<file path="config.mk">
export PLATFORM = sky130hd
export DESIGN_NAME = cds_alu
export DESIGN_NICKNAME = d
export VERILOG_FILES = /design/src/shared/cds_alu_pkg.sv /design/src/shared/cds_op_if.sv /design/src/hw/cds_compare.sv /design/src/hw/cds_divstep.sv /design/src/hw/cds_alu.sv
export SDC_FILE = /design/constraint.sdc
export NUM_CORES = 1
export LEC_CHECK = 0
export BUFFER_PORTS_ARGS = -buffer_cell sky130_fd_sc_hd__buf_2
export CAP_MARGIN = 20
export CORE_AREA = 2 2 135 163
export DETAILED_ROUTE_END_ITERATION = 6
export DIE_AREA = 0 0 137 165
export GPL_ROUTABILITY_DRIVEN = 0
export PLACE_DENSITY = 0.65
export SLEW_MARGIN = 30
export SYNTH_ARGS = -nofsm -noshare
export SYNTH_HDL_FRONTEND = slang
export SYNTH_HIERARCHICAL = 1
export SYNTH_SLANG_ARGS = --single-unit
</file>
<file path="constraint.sdc">
create_clock -name clk -period 10.8 [get_ports clk]
set_input_delay 2.16 -clock clk [delete_from_list [all_inputs] [get_ports clk]]
set_output_delay 2.16 -clock clk [all_outputs]
set_load 0.01 [all_outputs]
</file>
<file path="src/shared/cds_alu_pkg.sv">
// Constants, opcode patterns and types of the compare and divide-step unit.
// Assumes a 16-bit instruction word and 32-bit general registers.
`default_nettype none

package cds_alu_pkg;

	//////////////////////////////////////////////////////////////////////////
	// Instruction fields.
	localparam int DST_MSB = 11;
	localparam int DST_LSB = 8;
	localparam int SRC_MSB = 7;
	localparam int SRC_LSB = 4;
	localparam int IMM_MSB = 7;
	localparam int IMM_LSB = 0;
	localparam logic [3:0] ZERO_INDEX = 4'h0;

	//////////////////////////////////////////////////////////////////////////
	// Decode masks and patterns.
	localparam logic [15:0] MASK_TWO_REG = 16'hF00F;
	localparam logic [15:0] MASK_ONE_REG = 16'hF0FF;
	localparam logic [15:0] MASK_IMM = 16'hFF00;
	localparam logic [15:0] MASK_FULL = 16'hFFFF;
	localparam logic [15:0] PAT_COMPARE_EQUAL = 16'h3000;
	localparam logic [15:0] PAT_COMPARE_UNSIGNED_HIGHER_SAME = 16'h3002;
	localparam logic [15:0] PAT_COMPARE_SIGNED_GE = 16'h3003;
	localparam logic [15:0] PAT_DIVIDE_STEP = 16'h3004;
	localparam logic [15:0] PAT_COMPARE_UNSIGNED_HIGHER = 16'h3006;
	localparam logic [15:0] PAT_COMPARE_SIGNED_GT = 16'h3007;
	localparam logic [15:0] PAT_SIGNED_DIVIDE_INIT = 16'h2007;
	localparam logic [15:0] PAT_COMPARE_BYTE_MATCH = 16'h200C;
	localparam logic [15:0] PAT_TEST_POSITIVE = 16'h4015;
	localparam logic [15:0] PAT_TEST_NON_NEGATIVE = 16'h4011;
	localparam logic [15:0] PAT_COMPARE_EQUAL_IMM = 16'h8800;
	localparam logic [15:0] PAT_UNSIGNED_DIVIDE_INIT = 16'h0019;

	//////////////////////////////////////////////////////////////////////////
	// Program counter step and reset values.
	localparam logic [31:0] PC_STEP = 32'h00000002;
	localparam logic RESET_FLAG = 1'b0;
	localparam logic [31:0] RESET_WORD = 32'h00000000;
	localparam logic [3:0] RESET_INDEX = 4'h0;

	//////////////////////////////////////////////////////////////////////////
	// Operations.
	typedef enum logic [3:0] {
		OP_NONE = 4'h0,
		OP_COMPARE_EQUAL = 4'h1,
		OP_COMPARE_SIGNED_GE = 4'h2,
		OP_COMPARE_SIGNED_GT = 4'h3,
		OP_COMPARE_UNSIGNED_HIGHER = 4'h4,
		OP_COMPARE_UNSIGNED_HIGHER_SAME = 4'h5,
		OP_TEST_POSITIVE = 4'h6,
		OP_TEST_NON_NEGATIVE = 4'h7,
		OP_COMPARE_BYTE_MATCH = 4'h8,
		OP_COMPARE_EQUAL_IMM = 4'h9,
		OP_SIGNED_DIVIDE_INIT = 4'hA,
		OP_UNSIGNED_DIVIDE_INIT = 4'hB,
		OP_DIVIDE_STEP = 4'hC
	} cds_op_t;

	function automatic logic cds_match(input logic [15:0] word,
		input logic [15:0] mask, input logic [15:0] pattern);
		return (word & mask) == pattern;
	endfunction

	function automatic cds_op_t cds_decode(input logic [15:0] word);
		cds_op_t op;
		op = OP_NONE;
		if (cds_match(word, MASK_TWO_REG, PAT_COMPARE_EQUAL)) begin
			op = OP_COMPARE_EQUAL;
		end else if (cds_match(word, MASK_TWO_REG, PAT_COMPARE_SIGNED_GE)) begin
			op = OP_COMPARE_SIGNED_GE;
		end else if (cds_match(word, MASK_TWO_REG, PAT_COMPARE_SIGNED_GT)) begin
			op = OP_COMPARE_SIGNED_GT;
		end else if (cds_match(word, MASK_TWO_REG,
			PAT_COMPARE_UNSIGNED_HIGHER)) begin
			op = OP_COMPARE_UNSIGNED_HIGHER;
		end else if (cds_match(word, MASK_TWO_REG,
			PAT_COMPARE_UNSIGNED_HIGHER_SAME)) begin
			op = OP_COMPARE_UNSIGNED_HIGHER_SAME;
		end else if (cds_match(word, MASK_ONE_REG, PAT_TEST_POSITIVE)) begin
			op = OP_TEST_POSITIVE;
		end else if (cds_match(word, MASK_ONE_REG, PAT_TEST_NON_NEGATIVE)) begin
			op = OP_TEST_NON_NEGATIVE;
		end else if (cds_match(word, MASK_TWO_REG, PAT_COMPARE_BYTE_MATCH)) begin
			op = OP_COMPARE_BYTE_MATCH;
		end else if (cds_match(word, MASK_IMM, PAT_COMPARE_EQUAL_IMM)) begin
			op = OP_COMPARE_EQUAL_IMM;
		end else if (cds_match(word, MASK_TWO_REG, PAT_SIGNED_DIVIDE_INIT)) begin
			op = OP_SIGNED_DIVIDE_INIT;
		end else if (cds_match(word, MASK_FULL, PAT_UNSIGNED_DIVIDE_INIT)) begin
			op = OP_UNSIGNED_DIVIDE_INIT;
		end else if (cds_match(word, MASK_TWO_REG, PAT_DIVIDE_STEP)) begin
			op = OP_DIVIDE_STEP;
		end
		return op;
	endfunction

endpackage

`default_nettype wire

</file>
<file path="src/shared/cds_op_if.sv">
// Operand and result bundle between the issue logic and its two units.
// Assumes all three parties sit on the same clock; the bundle is wiring only.
`timescale 1ns/1ps
`default_nettype none

interface cds_op_if;
	cds_alu_pkg::cds_op_t op;
	logic [31:0] dstOperand;
	logic [31:0] srcOperand;
	logic condIn;
	logic quotIn;
	logic signIn;
	logic cmpResult;
	logic [31:0] divData;
	logic divQuot;
	logic divCond;

	modport issue(
		output op, dstOperand, srcOperand, condIn, quotIn, signIn,
		input cmpResult, divData, divQuot, divCond
	);
	modport cmpUnit(
		input op, dstOperand, srcOperand,
		output cmpResult
	);
	modport divUnit(
		input dstOperand, srcOperand, condIn, quotIn, signIn,
		output divData, divQuot, divCond
	);
endinterface

`default_nettype wire

</file>
<file path="src/hw/cds_compare.sv">
// Combinational comparator for every compare and test operation.
// Assumes the issue logic has already put the immediate in the source slot.
`timescale 1ns/1ps
`default_nettype none

module cds_compare (
	// Operands and result.
	cds_op_if.cmpUnit bus
);

	logic [31:0] diff;

	always_comb begin
		diff = bus.dstOperand ^ bus.srcOperand;
		case (bus.op)
			cds_alu_pkg::OP_COMPARE_EQUAL,
			cds_alu_pkg::OP_COMPARE_EQUAL_IMM: begin
				bus.cmpResult = (diff == 32'h00000000);
			end
			cds_alu_pkg::OP_COMPARE_SIGNED_GE: begin
				bus.cmpResult = $signed(bus.dstOperand) >=
					$signed(bus.srcOperand);
			end
			cds_alu_pkg::OP_COMPARE_SIGNED_GT: begin
				bus.cmpResult = $signed(bus.dstOperand) >
					$signed(bus.srcOperand);
			end
			cds_alu_pkg::OP_COMPARE_UNSIGNED_HIGHER: begin
				bus.cmpResult = bus.dstOperand > bus.srcOperand;
			end
			cds_alu_pkg::OP_COMPARE_UNSIGNED_HIGHER_SAME: begin
				bus.cmpResult = bus.dstOperand >= bus.srcOperand;
			end
			cds_alu_pkg::OP_TEST_POSITIVE: begin
				bus.cmpResult = !bus.dstOperand[31] &&
					(bus.dstOperand != 32'h00000000);
			end
			cds_alu_pkg::OP_TEST_NON_NEGATIVE: begin
				bus.cmpResult = !bus.dstOperand[31];
			end
			cds_alu_pkg::OP_COMPARE_BYTE_MATCH: begin
				bus.cmpResult = (diff[31:24] == 8'h00) ||
					(diff[23:16] == 8'h00) || (diff[15:8] == 8'h00) ||
					(diff[7:0] == 8'h00);
			end
			default: begin
				bus.cmpResult = 1'b0;
			end
		endcase
	end

endmodule

`default_nettype wire

</file>
<file path="src/hw/cds_divstep.sv">
// Combinational one-bit non-restoring divide step.
// Assumes the issue logic supplies current flags and forwarded operands.
`timescale 1ns/1ps
`default_nettype none

module cds_divstep (
	// Operands, flags and results.
	cds_op_if.divUnit bus
);

	logic topBit;
	logic [31:0] shifted;
	logic [32:0] sum;
	logic carry;

	always_comb begin
		topBit = bus.dstOperand[31];
		shifted = {bus.dstOperand[30:0], bus.condIn};
		// Bit 32 of the 33-bit result is the borrow or the carry out.
		if (bus.quotIn == bus.signIn) begin
			sum = {1'b0, shifted} - {1'b0, bus.srcOperand};
		end else begin
			sum = {1'b0, shifted} + {1'b0, bus.srcOperand};
		end
		carry = sum[32];
		bus.divData = sum[31:0];
		bus.divQuot = topBit ^ carry ^ bus.signIn;
		bus.divCond = (bus.divQuot == bus.signIn);
	end

endmodule

`default_nettype wire

</file>
<file path="src/hw/cds_alu.sv">
// Compare and divide-step execution unit of a 32-bit core.
// Assumes the decoder presents one instruction per cycle with its register
// values read combinationally from the register file on the same clock.
//
// Functional notes
// - Compares write the condition flag and never modify registers.
// - Register equal compare sets the flag on identical words, one cycle.
// - Signed greater-or-equal and greater-than use two's complement.
// - Unsigned higher and higher-or-same compares use unsigned magnitudes.
// - Positive test needs value above zero; non-negative needs zero or more.
// - Byte match sets the flag when any same-position byte pair is equal.
// - Immediate equal sign-extends eight bits against register zero.
// - Signed init copies both sign bits to flags; condition is their xor.
// - Unsigned init clears divisor-sign, quotient and condition flags.
// - Divide step shifts out the top bit and shifts in the old condition flag.
// - Subtract when old quotient equals divisor sign, else add.
// - After a step the condition flag shows quotient equal to divisor sign.
// - No zero divide or overflow detection and no remainder is produced.
`timescale 1ns/1ps
`default_nettype none

module cds_alu (
	// Clock and reset.
	input wire logic clk,
	input wire logic rst,
	// Instruction issue.
	input wire logic instrValid,
	input wire logic [15:0] instr,
	input wire logic [31:0] pcIn,
	// Register file read values.
	input wire logic [31:0] dstValue,
	input wire logic [31:0] srcValue,
	input wire logic [31:0] zeroValue,
	// Status flags.
	output logic condFlag,
	output logic quotFlag,
	output logic signFlag,
	// Completion and write-back.
	output logic accepted,
	output logic [31:0] pcOut,
	output logic resultWrite,
	output logic [3:0] resultIndex,
	output logic [31:0] resultData
);

	//////////////////////////////////////////////////////////////////////////
	// State.

	typedef struct packed {
		logic cond;
		logic quot;
		logic sign;
		logic accepted;
		logic [31:0] pc;
		logic write;
		logic [3:0] index;
		logic [31:0] data;
	} cds_state_t;

	cds_state_t cur;
	cds_state_t next_cur;

	cds_op_if opBus();

	cds_alu_pkg::cds_op_t op;
	logic [3:0] dstIndex;
	logic [3:0] srcIndex;
	logic [31:0] dstFwd;
	logic [31:0] srcFwd;
	logic [31:0] zeroFwd;
	logic [31:0] immWide;

	//////////////////////////////////////////////////////////////////////////
	// Forwarding.

	// The register file only sees a step result one cycle after it leaves
	// this unit, so a back-to-back step would read a stale dividend without
	// this bypass.
	function automatic logic [31:0] cds_forward(input logic [31:0] value,
		input logic [3:0] index, input logic wrote,
		input logic [3:0] wroteIndex, input logic [31:0] wroteData);
		logic [31:0] chosen;
		chosen = value;
		if (wrote && (wroteIndex == index)) begin
			chosen = wroteData;
		end
		return chosen;
	endfunction

	always_comb begin
		dstIndex = instr[cds_alu_pkg::DST_MSB:cds_alu_pkg::DST_LSB];
		srcIndex = instr[cds_alu_pkg::SRC_MSB:cds_alu_pkg::SRC_LSB];
		dstFwd = cds_forward(dstValue, dstIndex, cur.write, cur.index,
			cur.data);
		srcFwd = cds_forward(srcValue, srcIndex, cur.write, cur.index,
			cur.data);
		zeroFwd = cds_forward(zeroValue, cds_alu_pkg::ZERO_INDEX, cur.write,
			cur.index, cur.data);
		immWide = {{24{instr[cds_alu_pkg::IMM_MSB]}},
			instr[cds_alu_pkg::IMM_MSB:cds_alu_pkg::IMM_LSB]};
		if (instrValid) begin
			op = cds_alu_pkg::cds_decode(instr);
		end else begin
			op = cds_alu_pkg::OP_NONE;
		end
	end

	//////////////////////////////////////////////////////////////////////////
	// Operand routing to the units.

	// The immediate form compares register zero against the immediate, so
	// register zero takes the destination slot and the immediate the source.
	assign opBus.op = op;
	assign opBus.dstOperand =
		(op == cds_alu_pkg::OP_COMPARE_EQUAL_IMM) ? zeroFwd : dstFwd;
	assign opBus.srcOperand =
		(op == cds_alu_pkg::OP_COMPARE_EQUAL_IMM) ? immWide : srcFwd;
	assign opBus.condIn = cur.cond;
	assign opBus.quotIn = cur.quot;
	assign opBus.signIn = cur.sign;

	cds_compare compareUnit (
		.bus(opBus.cmpUnit)
	);

	cds_divstep divideUnit (
		.bus(opBus.divUnit)
	);

	//////////////////////////////////////////////////////////////////////////
	// Next state.

	always_comb begin
		next_cur = cur;
		next_cur.accepted = 1'b0;
		next_cur.write = 1'b0;
		if (op != cds_alu_pkg::OP_NONE) begin
			next_cur.accepted = 1'b1;
			next_cur.pc = pcIn + cds_alu_pkg::PC_STEP;
		end
		case (op)
			cds_alu_pkg::OP_COMPARE_EQUAL,
			cds_alu_pkg::OP_COMPARE_SIGNED_GE,
			cds_alu_pkg::OP_COMPARE_SIGNED_GT,
			cds_alu_pkg::OP_COMPARE_UNSIGNED_HIGHER,
			cds_alu_pkg::OP_COMPARE_UNSIGNED_HIGHER_SAME,
			cds_alu_pkg::OP_TEST_POSITIVE,
			cds_alu_pkg::OP_TEST_NON_NEGATIVE,
			cds_alu_pkg::OP_COMPARE_BYTE_MATCH,
			cds_alu_pkg::OP_COMPARE_EQUAL_IMM: begin
				// Compares write only the flag; no register write-back.
				next_cur.cond = opBus.cmpResult;
			end
			cds_alu_pkg::OP_SIGNED_DIVIDE_INIT: begin
				next_cur.quot = dstFwd[31];
				next_cur.sign = srcFwd[31];
				next_cur.cond = dstFwd[31] ^ srcFwd[31];
			end
			cds_alu_pkg::OP_UNSIGNED_DIVIDE_INIT: begin
				next_cur.quot = 1'b0;
				next_cur.sign = 1'b0;
				next_cur.cond = 1'b0;
			end
			cds_alu_pkg::OP_DIVIDE_STEP: begin
				// Zero divisor and overflow pass through unflagged; software
				// must screen them before the sequence starts.
				next_cur.quot = opBus.divQuot;
				next_cur.cond = opBus.divCond;
				next_cur.write = 1'b1;
				next_cur.index = dstIndex;
				next_cur.data = opBus.divData;
			end
			default: begin
				next_cur.accepted = 1'b0;
			end
		endcase
	end

	//////////////////////////////////////////////////////////////////////////
	// Registers.

	always_ff @(posedge clk) begin
		if (rst) begin
			cur.cond <= cds_alu_pkg::RESET_FLAG;
			cur.quot <= cds_alu_pkg::RESET_FLAG;
			cur.sign <= cds_alu_pkg::RESET_FLAG;
			cur.accepted <= cds_alu_pkg::RESET_FLAG;
			cur.pc <= cds_alu_pkg::RESET_WORD;
			cur.write <= cds_alu_pkg::RESET_FLAG;
			cur.index <= cds_alu_pkg::RESET_INDEX;
			cur.data <= cds_alu_pkg::RESET_WORD;
		end else begin
			cur <= next_cur;
		end
	end

	//////////////////////////////////////////////////////////////////////////
	// Outputs.

	assign condFlag = cur.cond;
	assign quotFlag = cur.quot;
	assign signFlag = cur.sign;
	assign accepted = cur.accepted;
	assign pcOut = cur.pc;
	assign resultWrite = cur.write;
	assign resultIndex = cur.index;
	assign resultData = cur.data;

endmodule

`default_nettype wire

</file>
# Word level (Yosys, flattened, before mapping)
# Index checks and enable logic that the tools add are counted.
# totals
elab_cells	96
out_inout_bits	73
memories	0
regBits	73
mem_bits_ro	0
latch_bits	0
inputBits	147
ram_bits	0
# classes
n_bitwise	5
reduce_logical	23
mul	0
n_eq_ne	28
shifts	0
n_mux	25
n_lt_le_gt_ge	4
div	0
add_sub_neg	3
# op_table
operator	count
two-way mux 32 bit	5
two-way mux 33 bit	2
== test 8 x 6 -> 1 bit, second input constant	8
>= comparator 32 bit	2
> comparator 32 bit	2
two-way mux 4 bit	13
two-way mux 37 bit	1
adder 32 x 32 -> 33 bit	1
subtractor 32 x 32 -> 33 bit	1
adder 32 x 2 -> 32 bit, second input constant	1
zero test 32 bit	1
zero test 8 bit	4
nonzero test 32 bit	1
XOR 32 bit	1
== test 12 x 11 -> 1 bit, second input constant	2
== test 4 bit, second input constant	5
== test 16 x 5 -> 1 bit, second input constant	1
== test 4 x 3 -> 1 bit, second input constant	4
OR reduction 12 bit	1
OR reduction 9 bit	1
== test 4 x 2 -> 1 bit, second input constant	2
== test 4 bit	2
== test 8 bit, second input constant	1
one-hot mux 1 bit (8 select lines)	1
15 further kinds	25

# Depth between registers and ports, before layout
# depth
depth_word	23
mapped_depth	28
ltp_nobuf	25

# Cells and area by module
# The synthesis kept the hierarchy.
# by_module_without_submodules
module	n_inst	cells_each	area_each_um2
cds_alu	1	644	4924.7
cds_divstep	1	340	2397.3
cds_compare	1	145	994.7

# Least setup slack after synthesis
# No wires, ideal clock.
# synth_path
path_type	in2reg
from	in instr[15]
to	reg cur (netlist bit quotFlag)
arrival_ps	7397
stages	24
required_time_ps	10709
n_path_buf	2
setup_slack_ps	3312
path_cell_list	or3b_1 > or3_4 > o221ai_1 > o31a_1 > nand3_4 > nor2_1 > clkbuf_1 > a21oi_1 > or4_4 > nor4_4 > nor3b_2 > a21oi_1 > xnor2_1 > ha_1 > clkbuf_1 > a21o_1 > o21bai_1 > a31oi_1 > nor2_1 > a211oi_2 > xnor2_2 > xnor2_1 > nor2_1 > a311oi_1
# synth_between
elab_cells_between_ends	38
# synth_lines
item	line_no	rtl
from (decl)	cds_alu.sv:28	input wire logic [15:0] instr,
== test 16 x 5 -> 1 bit	cds_alu_pkg.sv:63	return (word & mask) == pattern;
two-way mux 4 bit	cds_alu_pkg.sv:91	end else if (cds_match(word, MASK_FULL, PAT_UNSIGNED_DIVIDE_INIT)) begin
two-way mux 4 bit	cds_alu_pkg.sv:89	end else if (cds_match(word, MASK_TWO_REG, PAT_SIGNED_DIVIDE_INIT)) begin
two-way mux 4 bit	cds_alu_pkg.sv:87	end else if (cds_match(word, MASK_IMM, PAT_COMPARE_EQUAL_IMM)) begin
two-way mux 4 bit	cds_alu_pkg.sv:85	end else if (cds_match(word, MASK_TWO_REG, PAT_COMPARE_BYTE_MATCH)) begin
two-way mux 4 bit	cds_alu_pkg.sv:83	end else if (cds_match(word, MASK_ONE_REG, PAT_TEST_NON_NEGATIVE)) begin
two-way mux 4 bit	cds_alu_pkg.sv:81	end else if (cds_match(word, MASK_ONE_REG, PAT_TEST_POSITIVE)) begin
two-way mux 4 bit	cds_alu_pkg.sv:78	end else if (cds_match(word, MASK_TWO_REG,
[... 5 more ...]	--	
named net op[0]	cds_alu.sv:65	cds_alu_pkg::cds_op_t op;
== test 4 bit *	cds_alu.sv:117	(op == cds_alu_pkg::OP_COMPARE_EQUAL_IMM) ? immWide : srcFwd;
two-way mux 32 bit *	cds_alu.sv:117	
named net opBus.srcOperand[16]	cds_op_if.sv:9	logic [31:0] srcOperand;
adder 32 x 32 -> 33 bit or subtractor 32 x 32 -> 33 bit (tied branches)	cds_divstep.sv:23, cds_divstep.sv:21	
two-way mux 33 bit *	cds_divstep.sv:20	if (bus.quotIn == bus.signIn) begin
XOR 1 bit * (2 in a row)	cds_divstep.sv:27	bus.divQuot = topBit ^ carry ^ bus.signIn;
named net opBus.divQuot	cds_op_if.sv:15	logic divQuot;
one-hot mux 1 bit (3 select lines) *	cds_alu.sv:141	case (op)
to (signal assigned)	cds_alu.sv:193	cur <= next_cur;
to (decl)	cds_alu.sv:60	cds_state_t cur;
# The timed path passes the listed nets; every way through them passes the cells marked *.
# A chain may end at the register's enable or synchronous reset.

# Worst setup path after layout
# Same ends and word-level chain as after synthesis.

==> results.sh <==
export IMPL_power_density_mw_per_mm2=83.90
export IMPL_rows=58
export IMPL_clk_pin_slew_ns=0.07
export IMPL_clock_latency_ns=0.35
export IMPL_route_detailed_drc=0
export IMPL_fin_ws_ns=2.650
export IMPL_area_sequential_mm2=0.001461
export IMPL_detail_route_antenna_nets=0
export IMPL_max_freq_mhz=122.7
export IMPL_routed_via_density=5.510
export IMPL_drv_cap=0
export IMPL_nets=1536
export IMPL_ys_warn_count=6
export IMPL_dp_cells=1581
export IMPL_antenna_found_initial=0
export IMPL_cts_buffers=9
export IMPL_leakage_nw=4.323
export IMPL_worstPathArrival_ns=8.41
export IMPL_cpPeakStageDelay_ns=0.47
export IMPL_crit_fanout=42
export IMPL_post_cts_setup_buffers=0
export IMPL_preCtsSetupSlack_ns=2.313
export IMPL_yosysTopAreaCellShare=0.1757
export IMPL_cts_sinks=73
export IMPL_peakVddDrop_uv=64.22
export IMPL_synth_seq_cells=73
export IMPL_synth_most_common_cell="inv_1"
export IMPL_syn_to_final_growth_pct=19.14
export IMPL_die_y_um=165
export IMPL_die_x_um=137
export IMPL_switching_share=0.3501
export IMPL_power_switching_uw=291.1
export IMPL_fin_util=0.4741
export IMPL_worst_hold_slack_ns=0.4838
export IMPL_p_int_uw=540.2
export IMPL_layout_min_cycle_time_ns=8.150
export IMPL_synth_edff_count=0
export IMPL_crit_start="instr[15]"
export IMPL_hold_class="reg2reg"
export IMPL_start_util=0.3979
export IMPL_drt_pass1_iter_count=7
export IMPL_slowest_stage="nand3_4"
export IMPL_final_cell_area_mm2=0.009908
export IMPL_async_flop_share=0
export IMPL_grt_max_degree=74
export IMPL_setup_worst_path_class="in2reg"
export IMPL_clockBufferDepth=2
export IMPL_cts_root_buf="clkbuf_16"
export IMPL_reg2reg_slack_ns=5.15
export IMPL_htreeDepth=3
export IMPL_power_uw=831.3
export IMPL_synth_area_leaders="dfxtp_1, ha_1, a21oi_1"
export IMPL_reg2reg_depth=22
export IMPL_worstMarginPinSlew_ns=0.9674
export IMPL_grt_pass1_vias=8322
export IMPL_final_cells=1597
export IMPL_power_frac_comb=0.310
export IMPL_wirelength_um=26940
export IMPL_grt_overflow=0
export IMPL_power_frac_clock=0.360
export IMPL_start_kind="primary input"
export IMPL_cts_repair_resized=0
export IMPL_yosysSeqAreaShare=0.1757
export IMPL_finalHoldViolations=0
export IMPL_io_buffer_count=219
export IMPL_fp_coreArea_mm2=0.02090
export IMPL_io_pins=220
export IMPL_grt_pass1_wl_um=42220
export IMPL_tns_ns=0
export IMPL_syn_area_mm2=0.008317
export IMPL_grt_use_total=0.2362
export IMPL_relSlewSlack=0.3550
export IMPL_report_final_slew_viol_count=0
export IMPL_nFillCells=2127
export IMPL_drt_iter0_drc=589
export IMPL_drive_gt1_frac=0.2298
export IMPL_min_period_over_period=0.7546
export IMPL_floorplan_die_area_mm2=0.02261
export IMPL_syn_avg_cell_area_um2=7.366
export IMPL_setup_viol=0
export IMPL_post_drt_wl_per_cell_um=16.87
export IMPL_end_kind="register"
export IMPL_cp_required_ns=11.06
export IMPL_status="complete, no violations"
export IMPL_detailed_place_hpwl_um=21150
export IMPL_dpl_cell_area_mm2=0.009618
export IMPL_cts_tree="yes"
export IMPL_syn_nets=1343
export IMPL_multiInputGateArea_mm2=0.006088
export IMPL_skew_ns=0.01132
export IMPL_antennaDiodeCount=0
export IMPL_syn_inst=1129
export IMPL_yosys_cell_types_count=80
export IMPL_rr_startpoint="resultIndex[2]"
export IMPL_seqPwrFrac=0.330
export IMPL_rsz0062_at_grt="no"
export IMPL_endpoint="quotFlag"
export IMPL_holdBufCountCts=0
export IMPL_reg2reg_to="quotFlag"
export IMPL_synthFlopType="dfxtp_1"
export IMPL_synth_top_area_cell="dfxtp_1"
export IMPL_num_vias=8800
export IMPL_synthTopCellsByCount="inv_1, a21oi_1, nand2_1"
==> kinds of logic after synthesis <==
| logic type | synth area share |
|---|---|
| AOI/OAI and AO/OA | 0.2627 |
| muxes | 0.04513 |
| xor gates and xnor gates | 0.1083 |
| adders and majority gates | 0.1017 |
| and+or+nand+nor | 0.2106 |
| DFF | 0.1757 |
| buffers and inverters | 0.09583 |
==> critical path, delay by kind of cell <==
kind            cells  cell delay [ns]
buf+inv             2             0.42
compound gates      6             1.26
simple gates       13             3.60
fa+ha+maj           1             0.42
xor+xnor            3             0.52
==> power groups by stage <==
stage	sequential, mW	clock (mW)	combinational, mW
after floorplan	0.282	0	0.172
after CTS	0.275	0.309	0.255
after detailed placement	0.281	0	0.253
final	0.275	0.299	0.258
after global placement	0.281	0	0.252
after global routing	0.275	0.320	0.286
==> sequential cells by signal, summed over array words and instances (netlist names) <==
register	cells
accepted	1
quotFlag	1
condFlag	1
resultIndex	4
signFlag	1
resultData	32
resultWrite	1
pcOut	32
==> routing by layer <==
layer | vias to the layer above | track usage | part of all wire
met5 | - | 0 | 0
met4 | 0 | 0.09231 | 0.029
met3 | 51 | 0.03745 | 0.057
met2 | 286 | 0.4297 | 0.50
met1 | 4058 | 0.2738 | 0.41
li1 | 4405 | - | -
==> layout by cell type (no fill, tap or decap), drive strengths merged, types with 3 or more instances in the layout <==
cell     synthesis  final
nor2            88     88
a221oi           3      3
a41o             3      3
nor3            15     15
nor3b            4      4
a21boi           3      3
nor4            21     21
dfxtp           73     73
o2111ai          3      3
mux2i           36     36
nand2b           6      6
xor2            43     43
nor2b            6      6
a21oi          126    126
clkbuf          37      9
o31ai            5      5
a211oi          37     37
and3            12     12
nor4b            3      3
o211ai           5      5
nand3           26     26
nand2          123    123
or3              8      8
and4             4      4
ha              66     66
o21bai           5      5
buf             10    229
a222oi          32     32
nand4           18     18
or4              3      3
a31oi            9      9
o311ai           4      4
o21a             6      6
a21o            12     12
xnor2           59     59
a41oi            4      4
o21ai           32     32
inv            149    153
and2             7      7
==> how the worst min path moves through the flow <==
stage,start,to,slack [ns],cells after the start
after detailed placement,resultData[29],resultData[29],0.48,2
after global routing,resultData[2],resultData[2],0.51,2
final,resultData[29],resultData[29],0.48,2
after floorplan,resultData[0],resultData[0],0.50,2
after CTS,resultData[2],resultData[2],0.49,2
after global placement,pcOut[0],pcOut[0],0.47,2
==> area by class of cell <==
| class | instances | area share |
|---|---|---|
| Inverter | 149 | 0.05645 |
| Clock inverter | 7 | 0.006188 |
| Sequential cell | 73 | 0.1475 |
| Clock buffer | 9 | 0.02273 |
| Multi-Input combinational cell | 860 | 0.6145 |
| Timing Repair Buffer | 229 | 0.1186 |
| Tap cell | 270 | 0.03410 |
(Power assumes the default switching activity.)
